**src/include/window_base_pkg.sv**
```systemverilog
// Package with register map, field layout and reset values of the window base registers
// How it works
// - Window 1 base bits 31:24, 16 MB
// - Window 1 prefetch flag reads one
// - Memory type bits 2:1 read zero
// - Memory space flag bit 0 reads zero
// - No dual-address cycles, upper base unused
// - Window 2 base bits 31:20, 1 MB
// - Window 2 prefetch flag reads zero
// - I/O base bits 31:8, 256 bytes
// - I/O space flag bit 0 reads one
// - Writable base fields reset to zero
// - Agent mode blocks internal register access
// - Config offsets 0x18, 0x20, 0x24
// - Subsystem ids read-only, loadable from EEPROM
package window_base_pkg;

  // ****************************************
  // Internal register offsets
  // ****************************************
  localparam logic [15:0] MEM1_LOW_OFFSET   = 16'hd018;
  localparam logic [15:0] MEM1_HIGH_OFFSET  = 16'hd01c;
  localparam logic [15:0] MEM2_OFFSET       = 16'hd020;
  localparam logic [15:0] IO_OFFSET         = 16'hd024;
  localparam logic [15:0] SUBSYS_OFFSET     = 16'hd02c;

  // ****************************************
  // Configuration header offsets
  // ****************************************
  localparam logic [7:0]  CFG_MEM1_LOW      = 8'h18;
  localparam logic [7:0]  CFG_MEM1_HIGH     = 8'h1c;
  localparam logic [7:0]  CFG_MEM2          = 8'h20;
  localparam logic [7:0]  CFG_IO            = 8'h24;
  localparam logic [7:0]  CFG_SUBSYS        = 8'h2c;

  // ****************************************
  // Field layout
  // ****************************************
  localparam int          MEM1_BASE_LSB     = 24;
  localparam int          MEM2_BASE_LSB     = 20;
  localparam int          IO_BASE_LSB       = 8;
  localparam int          PREFETCH_BIT      = 3;
  localparam int          SPACE_BIT         = 0;
  localparam int          SUBSYS_IDENT_LSB  = 16;

  // ****************************************
  // Fixed and reset values
  // ****************************************
  localparam logic        MEM1_PREFETCH     = 1'b1;
  localparam logic        MEM2_PREFETCH     = 1'b0;
  localparam logic [1:0]  MEM_TYPE_32       = 2'h0;
  localparam logic        MEMORY_SPACE_FLAG = 1'b0;
  localparam logic        IO_SPACE_FLAG     = 1'b1;
  localparam logic [31:0] BASE_RESET        = 32'h0000_0000;
  localparam logic [31:0] ZERO_WORD         = 32'h0000_0000;

  // Decode target of an access
  typedef enum logic [2:0] {
    REG_MEM1_LOW,
    REG_MEM1_HIGH,
    REG_MEM2,
    REG_IO,
    REG_SUBSYS,
    REG_NONE
  } reg_sel_type;

endpackage

```
**src/hdl/window_match.sv**
```systemverilog
// Address comparator for one fixed-size target window
`timescale 1ns/100ps
module window_match #(
  parameter int BASE_LSB = 24
) (
  input  wire logic        i_clk,
  input  wire logic        i_reset,
  input  wire logic [31:0] i_addr,
  input  wire logic [31:0] i_base,
  input  wire logic        i_space_enable,
  input  wire logic        i_valid,
  output logic             o_hit
);

  // Window size must leave at least one base bit; refused while elaborating
  if (BASE_LSB < 1 || BASE_LSB > 31) begin : g_bad_lsb
    $error("BASE_LSB out of range");
  end

  // Registered hit; only upper bits compare since the size is fixed
  always_ff @(posedge i_clk) begin
    if (i_reset) begin
      o_hit <= 1'b0;
    end else begin
      o_hit <= i_valid && i_space_enable && (i_addr[31:BASE_LSB] == i_base[31:BASE_LSB]);
    end
  end

endmodule

```
**src/hdl/window_base_regs.sv**
```systemverilog
// Window base address registers with subsystem identity and target window decode
`timescale 1ns/100ps
module window_base_regs
  import window_base_pkg::*;
#(
  parameter logic [15:0] SUBSYS_IDENT_DEFAULT  = 16'h0000, // Arbitrary neutral value
  parameter logic [15:0] SUBSYS_VENDOR_DEFAULT = 16'h0000  // Arbitrary neutral value
) (
  input  wire logic        i_clk,
  input  wire logic        i_reset,
  // Configuration access from the PCI host
  input  wire logic        i_cfg_write,
  input  wire logic        i_cfg_read,
  input  wire logic [7:0]  i_cfg_offset,
  input  wire logic [31:0] i_cfg_wdata,
  input  wire logic [3:0]  i_cfg_byte_en,
  output logic [31:0]      o_cfg_rdata,
  output logic             o_cfg_rvalid,
  // Internal register path
  input  wire logic        i_int_write,
  input  wire logic        i_int_read,
  input  wire logic [15:0] i_int_addr,
  input  wire logic [31:0] i_int_wdata,
  input  wire logic [3:0]  i_int_byte_en,
  output logic [31:0]      o_int_rdata,
  output logic             o_int_rvalid,
  output logic             o_int_blocked,
  input  wire logic        i_agent_mode,
  // Subsystem identity load from the serial EEPROM
  input  wire logic        i_eeprom_load,
  input  wire logic [31:0] i_eeprom_data,
  // Target decode
  input  wire logic        i_memory_enable,
  input  wire logic        i_io_enable,
  input  wire logic        i_addr_valid,
  input  wire logic        i_addr_is_io,
  input  wire logic [31:0] i_addr,
  output logic             o_mem1_hit,
  output logic             o_mem2_hit,
  output logic             o_io_hit,
  output logic [31:0]      o_mem1_base,
  output logic [31:0]      o_mem2_base,
  output logic [31:0]      o_io_base
);

  // ****************************************
  // Storage
  // ****************************************
  logic [31:MEM1_BASE_LSB] mem1_base;    // Window 1 base field
  logic [31:MEM2_BASE_LSB] mem2_base;    // Window 2 base field
  logic [31:IO_BASE_LSB]   io_base;      // I/O window base field
  logic [31:0]             subsys_word;  // Subsystem identity word

  // ****************************************
  // Access selection
  // ****************************************
  reg_sel_type cfg_sel;        // Target of configuration access
  reg_sel_type int_sel;        // Target of internal access
  logic        int_allowed;    // Internal path open
  reg_sel_type wr_sel;         // Merged write target
  logic [31:0] wr_data;        // Merged write data
  logic [3:0]  wr_en;          // Merged byte enables
  logic        wr_go;          // A write happens this cycle
  logic [31:0] next_mem1_word; // Window 1 word after write
  logic [31:0] next_mem2_word; // Window 2 word after write
  logic [31:0] next_io_word;   // I/O word after write
  logic [31:0] mem1_word;      // Full window 1 word
  logic [31:0] mem2_word;      // Full window 2 word
  logic [31:0] io_word;        // Full I/O word

  // Configuration header offset decode
  always_comb begin
    unique case (i_cfg_offset)
      CFG_MEM1_LOW:  cfg_sel = REG_MEM1_LOW;
      CFG_MEM1_HIGH: cfg_sel = REG_MEM1_HIGH;
      CFG_MEM2:      cfg_sel = REG_MEM2;
      CFG_IO:        cfg_sel = REG_IO;
      CFG_SUBSYS:    cfg_sel = REG_SUBSYS;
      default:       cfg_sel = REG_NONE;
    endcase
  end

  // Internal address decode
  always_comb begin
    unique case (i_int_addr)
      MEM1_LOW_OFFSET:  int_sel = REG_MEM1_LOW;
      MEM1_HIGH_OFFSET: int_sel = REG_MEM1_HIGH;
      MEM2_OFFSET:      int_sel = REG_MEM2;
      IO_OFFSET:        int_sel = REG_IO;
      SUBSYS_OFFSET:    int_sel = REG_SUBSYS;
      default:          int_sel = REG_NONE;
    endcase
  end

  // Agent mode shuts the internal path entirely
  assign int_allowed = !i_agent_mode;

  // Configuration write takes priority; an internal write in the same cycle is dropped
  always_comb begin
    if (i_cfg_write) begin
      wr_go   = 1'b1;
      wr_sel  = cfg_sel;
      wr_data = i_cfg_wdata;
      wr_en   = i_cfg_byte_en;
    end else begin
      wr_go   = i_int_write && int_allowed;
      wr_sel  = int_sel;
      wr_data = i_int_wdata;
      wr_en   = i_int_byte_en;
    end
  end

  // Byte-lane merge of a write into the current register words
  function automatic logic [31:0] merge(input logic [31:0] old_word,
                                        input logic [31:0] new_word,
                                        input logic [3:0]  lanes);
    logic [31:0] result;
    result = old_word;
    for (int b = 0; b < 4; b++) begin
      if (lanes[b]) begin
        result[b*8 +: 8] = new_word[b*8 +: 8];
      end
    end
    return result;
  endfunction

  // Merge against the live words, not the delayed outputs, so back-to-back writes keep every lane
  assign next_mem1_word = merge(mem1_word, wr_data, wr_en);
  assign next_mem2_word = merge(mem2_word, wr_data, wr_en);
  assign next_io_word   = merge(io_word, wr_data, wr_en);

  // ****************************************
  // Base field registers
  // ****************************************

  // Window 1 base; only the upper byte is kept, the rest is fixed
  always_ff @(posedge i_clk) begin
    if (i_reset) begin
      mem1_base <= BASE_RESET[31:MEM1_BASE_LSB];
    end else if (wr_go && wr_sel == REG_MEM1_LOW) begin
      mem1_base <= next_mem1_word[31:MEM1_BASE_LSB];
    end
  end

  // Window 2 base
  always_ff @(posedge i_clk) begin
    if (i_reset) begin
      mem2_base <= BASE_RESET[31:MEM2_BASE_LSB];
    end else if (wr_go && wr_sel == REG_MEM2) begin
      mem2_base <= next_mem2_word[31:MEM2_BASE_LSB];
    end
  end

  // I/O window base
  always_ff @(posedge i_clk) begin
    if (i_reset) begin
      io_base <= BASE_RESET[31:IO_BASE_LSB];
    end else if (wr_go && wr_sel == REG_IO) begin
      io_base <= next_io_word[31:IO_BASE_LSB];
    end
  end

  // Subsystem identity: software writes ignored, EEPROM load replaces it
  always_ff @(posedge i_clk) begin
    if (i_reset) begin
      subsys_word <= {SUBSYS_IDENT_DEFAULT, SUBSYS_VENDOR_DEFAULT};
    end else if (i_eeprom_load) begin
      subsys_word <= i_eeprom_data;
    end
  end

  // ****************************************
  // Read-back words
  // ****************************************

  // Fixed flags and zeroed reserved bits around each base field
  always_comb begin
    mem1_word                          = ZERO_WORD;
    mem1_word[31:MEM1_BASE_LSB]        = mem1_base;
    mem1_word[PREFETCH_BIT]            = MEM1_PREFETCH;
    mem1_word[PREFETCH_BIT-1:SPACE_BIT+1] = MEM_TYPE_32;
    mem1_word[SPACE_BIT]               = MEMORY_SPACE_FLAG;
    mem2_word                          = ZERO_WORD;
    mem2_word[31:MEM2_BASE_LSB]        = mem2_base;
    mem2_word[PREFETCH_BIT]            = MEM2_PREFETCH;
    mem2_word[PREFETCH_BIT-1:SPACE_BIT+1] = MEM_TYPE_32;
    mem2_word[SPACE_BIT]               = MEMORY_SPACE_FLAG;
    io_word                            = ZERO_WORD;
    io_word[31:IO_BASE_LSB]            = io_base;
    io_word[SPACE_BIT]                 = IO_SPACE_FLAG;
  end

  // Word selected by a decode result; upper window 1 word always reads zero
  function automatic logic [31:0] pick(input reg_sel_type sel,
                                       input logic [31:0] w1,
                                       input logic [31:0] w2,
                                       input logic [31:0] wi,
                                       input logic [31:0] ws);
    logic [31:0] result;
    result = ZERO_WORD;
    unique case (sel)
      REG_MEM1_LOW:  result = w1;
      REG_MEM1_HIGH: result = ZERO_WORD;
      REG_MEM2:      result = w2;
      REG_IO:        result = wi;
      REG_SUBSYS:    result = ws;
      REG_NONE:      result = ZERO_WORD;
    endcase
    return result;
  endfunction

  // Configuration read answer, one cycle after the request
  always_ff @(posedge i_clk) begin
    if (i_reset) begin
      o_cfg_rdata  <= ZERO_WORD;
      o_cfg_rvalid <= 1'b0;
    end else begin
      o_cfg_rvalid <= i_cfg_read;
      if (i_cfg_read) begin
        o_cfg_rdata <= pick(cfg_sel, mem1_word, mem2_word, io_word, subsys_word);
      end
    end
  end

  // Internal read answer; in agent mode it returns zero and flags the block
  always_ff @(posedge i_clk) begin
    if (i_reset) begin
      o_int_rdata   <= ZERO_WORD;
      o_int_rvalid  <= 1'b0;
      o_int_blocked <= 1'b0;
    end else begin
      o_int_rvalid  <= i_int_read;
      o_int_blocked <= (i_int_read || i_int_write) && !int_allowed;
      if (i_int_read) begin
        o_int_rdata <= int_allowed ? pick(int_sel, mem1_word, mem2_word, io_word, subsys_word)
                                   : ZERO_WORD;
      end
    end
  end

  // Programmed bases for the rest of the controller
  always_ff @(posedge i_clk) begin
    if (i_reset) begin
      o_mem1_base <= BASE_RESET;
      o_mem2_base <= BASE_RESET;
      o_io_base   <= BASE_RESET;
    end else begin
      o_mem1_base <= mem1_word;
      o_mem2_base <= mem2_word;
      o_io_base   <= io_word;
    end
  end

  // ****************************************
  // Target window decode
  // ****************************************
  // Compare against the live base so a new base takes effect on the next address
  // Dual-address cycles are never decoded: only a 32-bit address is compared
  window_match #(.BASE_LSB(MEM1_BASE_LSB)) u_mem1_match (
    .i_clk          (i_clk),
    .i_reset        (i_reset),
    .i_addr         (i_addr),
    .i_base         (mem1_word),
    .i_space_enable (i_memory_enable),
    .i_valid        (i_addr_valid && !i_addr_is_io),
    .o_hit          (o_mem1_hit)
  );

  window_match #(.BASE_LSB(MEM2_BASE_LSB)) u_mem2_match (
    .i_clk          (i_clk),
    .i_reset        (i_reset),
    .i_addr         (i_addr),
    .i_base         (mem2_word),
    .i_space_enable (i_memory_enable),
    .i_valid        (i_addr_valid && !i_addr_is_io),
    .o_hit          (o_mem2_hit)
  );

  window_match #(.BASE_LSB(IO_BASE_LSB)) u_io_match (
    .i_clk          (i_clk),
    .i_reset        (i_reset),
    .i_addr         (i_addr),
    .i_base         (io_word),
    .i_space_enable (i_io_enable),
    .i_valid        (i_addr_valid && i_addr_is_io),
    .o_hit          (o_io_hit)
  );

endmodule

```
**config.mk**
```make
export PLATFORM = sky130hd
export DESIGN_NAME = window_base_regs
export DESIGN_NICKNAME = d
export VERILOG_FILES = /design/src/include/window_base_pkg.sv /design/src/hdl/window_match.sv /design/src/hdl/window_base_regs.sv
export SDC_FILE = /design/constraint.sdc
export NUM_CORES = 1
export LEC_CHECK = 0
export BUFFER_PORTS_ARGS = -buffer_cell sky130_fd_sc_hd__buf_2
export CORE_ASPECT_RATIO = 0.75
export CORE_MARGIN = 10
export CORE_UTILIZATION = 49
export DETAILED_ROUTE_END_ITERATION = 16
export PLACE_DENSITY = 0.8
export SKIP_LAST_GASP = 1
export SLEW_MARGIN = 20
export SYNTH_ARGS = -nofsm -noshare
export SYNTH_HDL_FRONTEND = slang
export SYNTH_SLANG_ARGS = --single-unit
```
**constraint.sdc**
```tcl
create_clock -name i_clk -period 3.1 [get_ports i_clk]
set_clock_uncertainty 0.2 [all_clocks]
set_input_delay 0.62 -clock i_clk [delete_from_list [all_inputs] [get_ports i_clk]]
set_output_delay 0.62 -clock i_clk [all_outputs]
set_load 0.05 [all_outputs]
```
==> metrics.md <==
| Metric | Value |
|---|---|
| Relative slew slack | `~30%` |
| Core Area | `17000 um^2` |
| Tcrit/Tclk final | `approximately 88%` |
| Worst r2r src | `io_base[26]$_SDFFE_PP0P_` |
| Number of global-route vias before repair | `between 7k and 8k` |
| Final net count | `1324` |
| Final weighted congestion in routability-driven placement | `~0.91` |
| Max IR drop VDD | `between 0.0003 and 0.0004 V` |
| Unique masters post-synth | `between 60 and 70` |
| Slowest stage cell, crit path | `or4b_1` |
| Setup WS pre-CTS | `-0.0107 ns` |
| Crit path largest cell delay | `0.69 ns` |
| Final min period | `~2.7 ns` |
| Synth Area in Simple Gates | `approximately 17%` |
| Die W | `approximately 170 um` |
| R2R cell count | `4` |
| Crit-path cells | `buf_2, or4b_1, or3_1, or2_1, nand2_1, buf_4, o21ai_0` |
| Clock tree from TritonCTS | `done` |
| Final WS setup | `approximately 0.37 ns` |
| Adder-cell share of the synthesized area | `0%` |
| Die area | `approximately 23000 um^2` |
| Share of cells above drive strength 1 | `approximately 31%` |
| Reg2reg end | `u_io_match.o_hit$_SDFF_PP0_` |
| Setup TNS | `0 ns` |
| Count of state elements after synthesis | `roughly 190` |
| FMAX | `0.367 GHz` |
| I/O Pins | `~340` |
| Post_cts resized | `0` |
| Grt total ovfl | `0` |
| Sequential Area | `~3800 um^2` |
| Critical path class | `in -> reg` |
| Hold_buf cts | `0` |
| Fillers | `1476` |
| Largest family of logic cells by synthesized area | `simple AND/OR/NAND/NOR gates` |
| Die Height | `135 um` |
| Yosys top cell area share | `around 45%` |
| Clk Latency, worst-skew pair | `between 0.4 and 0.5 ns` |
| I/O Buffers | `261` |
| Detailed Route Iter0 Violations | `~1000` |
| GR Util All Layers | `approximately a quarter` |
| Max H-tree Level | `4` |
| Post-DP HPWL | `approximately 23 mm` |
| Cell taking the most area after synthesis | `dfxtp_1` |
| Worst slew pin tran | `about 1.0 ns` |
| Hold/Removal Path Class | `in -> reg` |
| Final setup violating endpoints | `0` |
| Syn Area/Cell | `between 9 and 10 um^2` |
| Num rows | `41` |
| Compound-cell area share of the yosys netlist | `between 15 and 20%` |
| Multi-input gate area | `~4200 um^2` |
| Clk buf depth | `2` |
| Leakage | `between 4 and 5 nW` |
| Hold Path Origin | `i_eeprom_data[5]` |
| Hold Violations, Final | `0` |
| Clock transition at path regs | `roughly 0.08 ns` |
| Drt pass-1 iters | `6` |
| ANT nets after route | `0` |
| Final WL | `around 30 mm` |
| Post-CTS Setup Repair Bufs | `0` |
| Proportion of synthesized area in mux cells | `under 10%` |
| Initial antenna violation count | `7` |
| Synth warn | `0` |
| Synth Flop Type | `dfxtp_1` |
| RSZ-0062 raised after global routing | `no` |
| XOR/XNOR share of the synthesized area | `about 4.5%` |
| Initial Util | `between 50% and 60%` |
| Syn Inst Count | `a little over 900` |
| Most common cell after layout, fill and taps aside | `buf_2` |
| Hold Path Depth | `3` |
| Top post-synthesis cells by area | `dfxtp_1 (45%), mux2i_1 (7.1%), buf_4 (4.7%)` |
| Status | `finished, final reports clean` |
| Pins Over Slew Limit | `0` |
| Sequential area share after synthesis | `44.6%` |
| Startpoint types | `input pin` |
| Largest net degree at the start of global routing | `just under 90` |
| Worst EP required | `between 3 and 4 ns` |
| Critical Path End Type | `flip-flop` |
| WL/cell | `around 21 um` |
| Post-route DRC | `0` |
| Clk sinks | `around 190` |
| Crit-path max FO | `12` |
| Worst EP arrival | `roughly 2.8 ns` |
| Post-synth EDFFs | `0` |
| First-pass GRT wire length | `45.6 mm` |
| Maxcap violations | `0` |
| Highest-count cells in the layout ignoring fill and taps | `buf_2 (260), dfxtp_1 (191), nor2_1 (76)` |
| Hold endpoint | `subsys_word[5]$_SDFFE_PP0P_` |
| Cts bufs inserted | `17` |
| Via density | `~5.6` |
| R2R setup slack | `1.09 ns` |
| Area growth syn-to-layout | `23.0%` |
| Synth Cell Area | `around 8600 um^2` |
| Via count | `7823` |
| Post-synth ARST share | `0%` |
| Root Driver | `clkbuf_16` |
| Pwr dens | `between 500 and 600 nW/um^2` |
logic make-up (layout without fill, tap and decap cells):
group           count (synthesis)  after routing
mux                            81             81
compound gates                195            195
buf+inv                       124            331
flops                         191            191
xor+xnor                       44             44
other cells                     1             54
simple gates                  273            273
per-layer routing:
layer,vias to the layer above,routed length (um),part of all wire [%],global-route usage (%)
met2,438,14200,47,41.1
met4,4,559,1.9,6.83
met1,3701,12100,41,30.3
met5,-,25,0.084,0
met3,54,3020,10,7.74
li1,3626,-,-,-
cell type report:
class / count / area share, %
well taps: 236 / 2.80
clock buffers: 18 / 4.07
inverters: 13 / 0.463
repair buffers: 286 / 14.6
diodes: 4 / 0.0950
multi-input cells: 643 / 40.3
flip-flops and latches: 191 / 36.3
clock inverters: 14 / 1.42
flip-flops by register name, summed over array words and instances (netlist names):
| name | cells |
|---|---|
| u_io_match.o_hit | 1 |
| o_cfg_rdata | 32 |
| o_int_blocked | 1 |
| o_cfg_rvalid | 1 |
| mem1_base | 8 |
| o_mem2_base | 12 |
| io_base | 24 |
| subsys_word | 32 |
| o_int_rdata | 32 |
| o_mem1_base | 9 |
| o_int_rvalid | 1 |
| mem2_base | 12 |
| u_mem2_match.o_hit | 1 |
| o_io_base | 24 |
| u_mem1_match.o_hit | 1 |
where the power goes:
group	total, W	switching, W	internal [W]	leakage, nW
clock network	0.00217	0.00103	0.00114	0.285
registers	0.00253	0.0000314	0.00249	1.55
logic	0.000615	0.000435	0.000180	2.87
metrics by stage:
step | util (%) | area [um^2] | cells | hold slack (ns) | power (W)
final | 62.1 | 10500 | 1405 | 0.221 | 0.00531
after CTS | 62.0 | 10500 | 1401 | 0.207 | 0.00532
after floorplan | - | 8750 | 958 | 0.264 | 0.00303
after detailed placement | 58.6 | 9950 | 1369 | 0.242 | 0.00319
after global routing | 62.1 | 10500 | 1404 | 0.225 | 0.00549
after global placement | 58.6 | 9950 | 1369 | 0.231 | 0.00317
synthesized netlist by cell type (all sizes together), types with 2 or more instances:
master	instances
a211oi	4
a21o	8
a21oi	28
a221oi	17
a222oi	3
a22oi	32
a311oi	8
a32oi	7
buf	65
clkbuf	46
dfxtp	191
inv	12
mux2	20
mux2i	61
nand2	58
nand2b	7
nand3	17
nand3b	3
nand4	5
nor2	78
nor2b	47
nor3	23
nor3b	2
nor4	13
o21ai	64
o31ai	8
o41ai	11
or2	4
or3b	2
or4	2
or4b	2
xnor2	22
xor2	22
worst max-delay path, delay by kind of cell:
| family | cells | cell delay, ns |
|---|---|---|
| AND/OR/NAND/NOR | 4 | 1.77 |
| buffers and inverters | 2 | 0.28 |
| AO/OA/AOI/OAI | 1 | 0.13 |
how the worst max path moves through the flow:
stage | startpoint | end | slack [ns] | cells past startpoint
after global routing | i_int_addr[11] | io_base[9]$_SDFFE_PP0P_ | 0.31 | 6
after global placement | i_int_addr[11] | o_int_rdata[11]$_SDFFE_PP0P_ | -0.007 | 7
after CTS | i_int_addr[11] | o_int_rdata[8]$_SDFFE_PP0P_ | 0.44 | 7
after floorplan | i_int_addr[11] | io_base[18]$_SDFFE_PP0P_ | 0.33 | 6
final | i_int_addr[11] | o_int_rdata[17]$_SDFFE_PP0P_ | 0.37 | 7
after detailed placement | i_int_addr[11] | o_int_rdata[16]$_SDFFE_PP0P_ | -0.01 | 7
(Power assumes the default switching activity.)
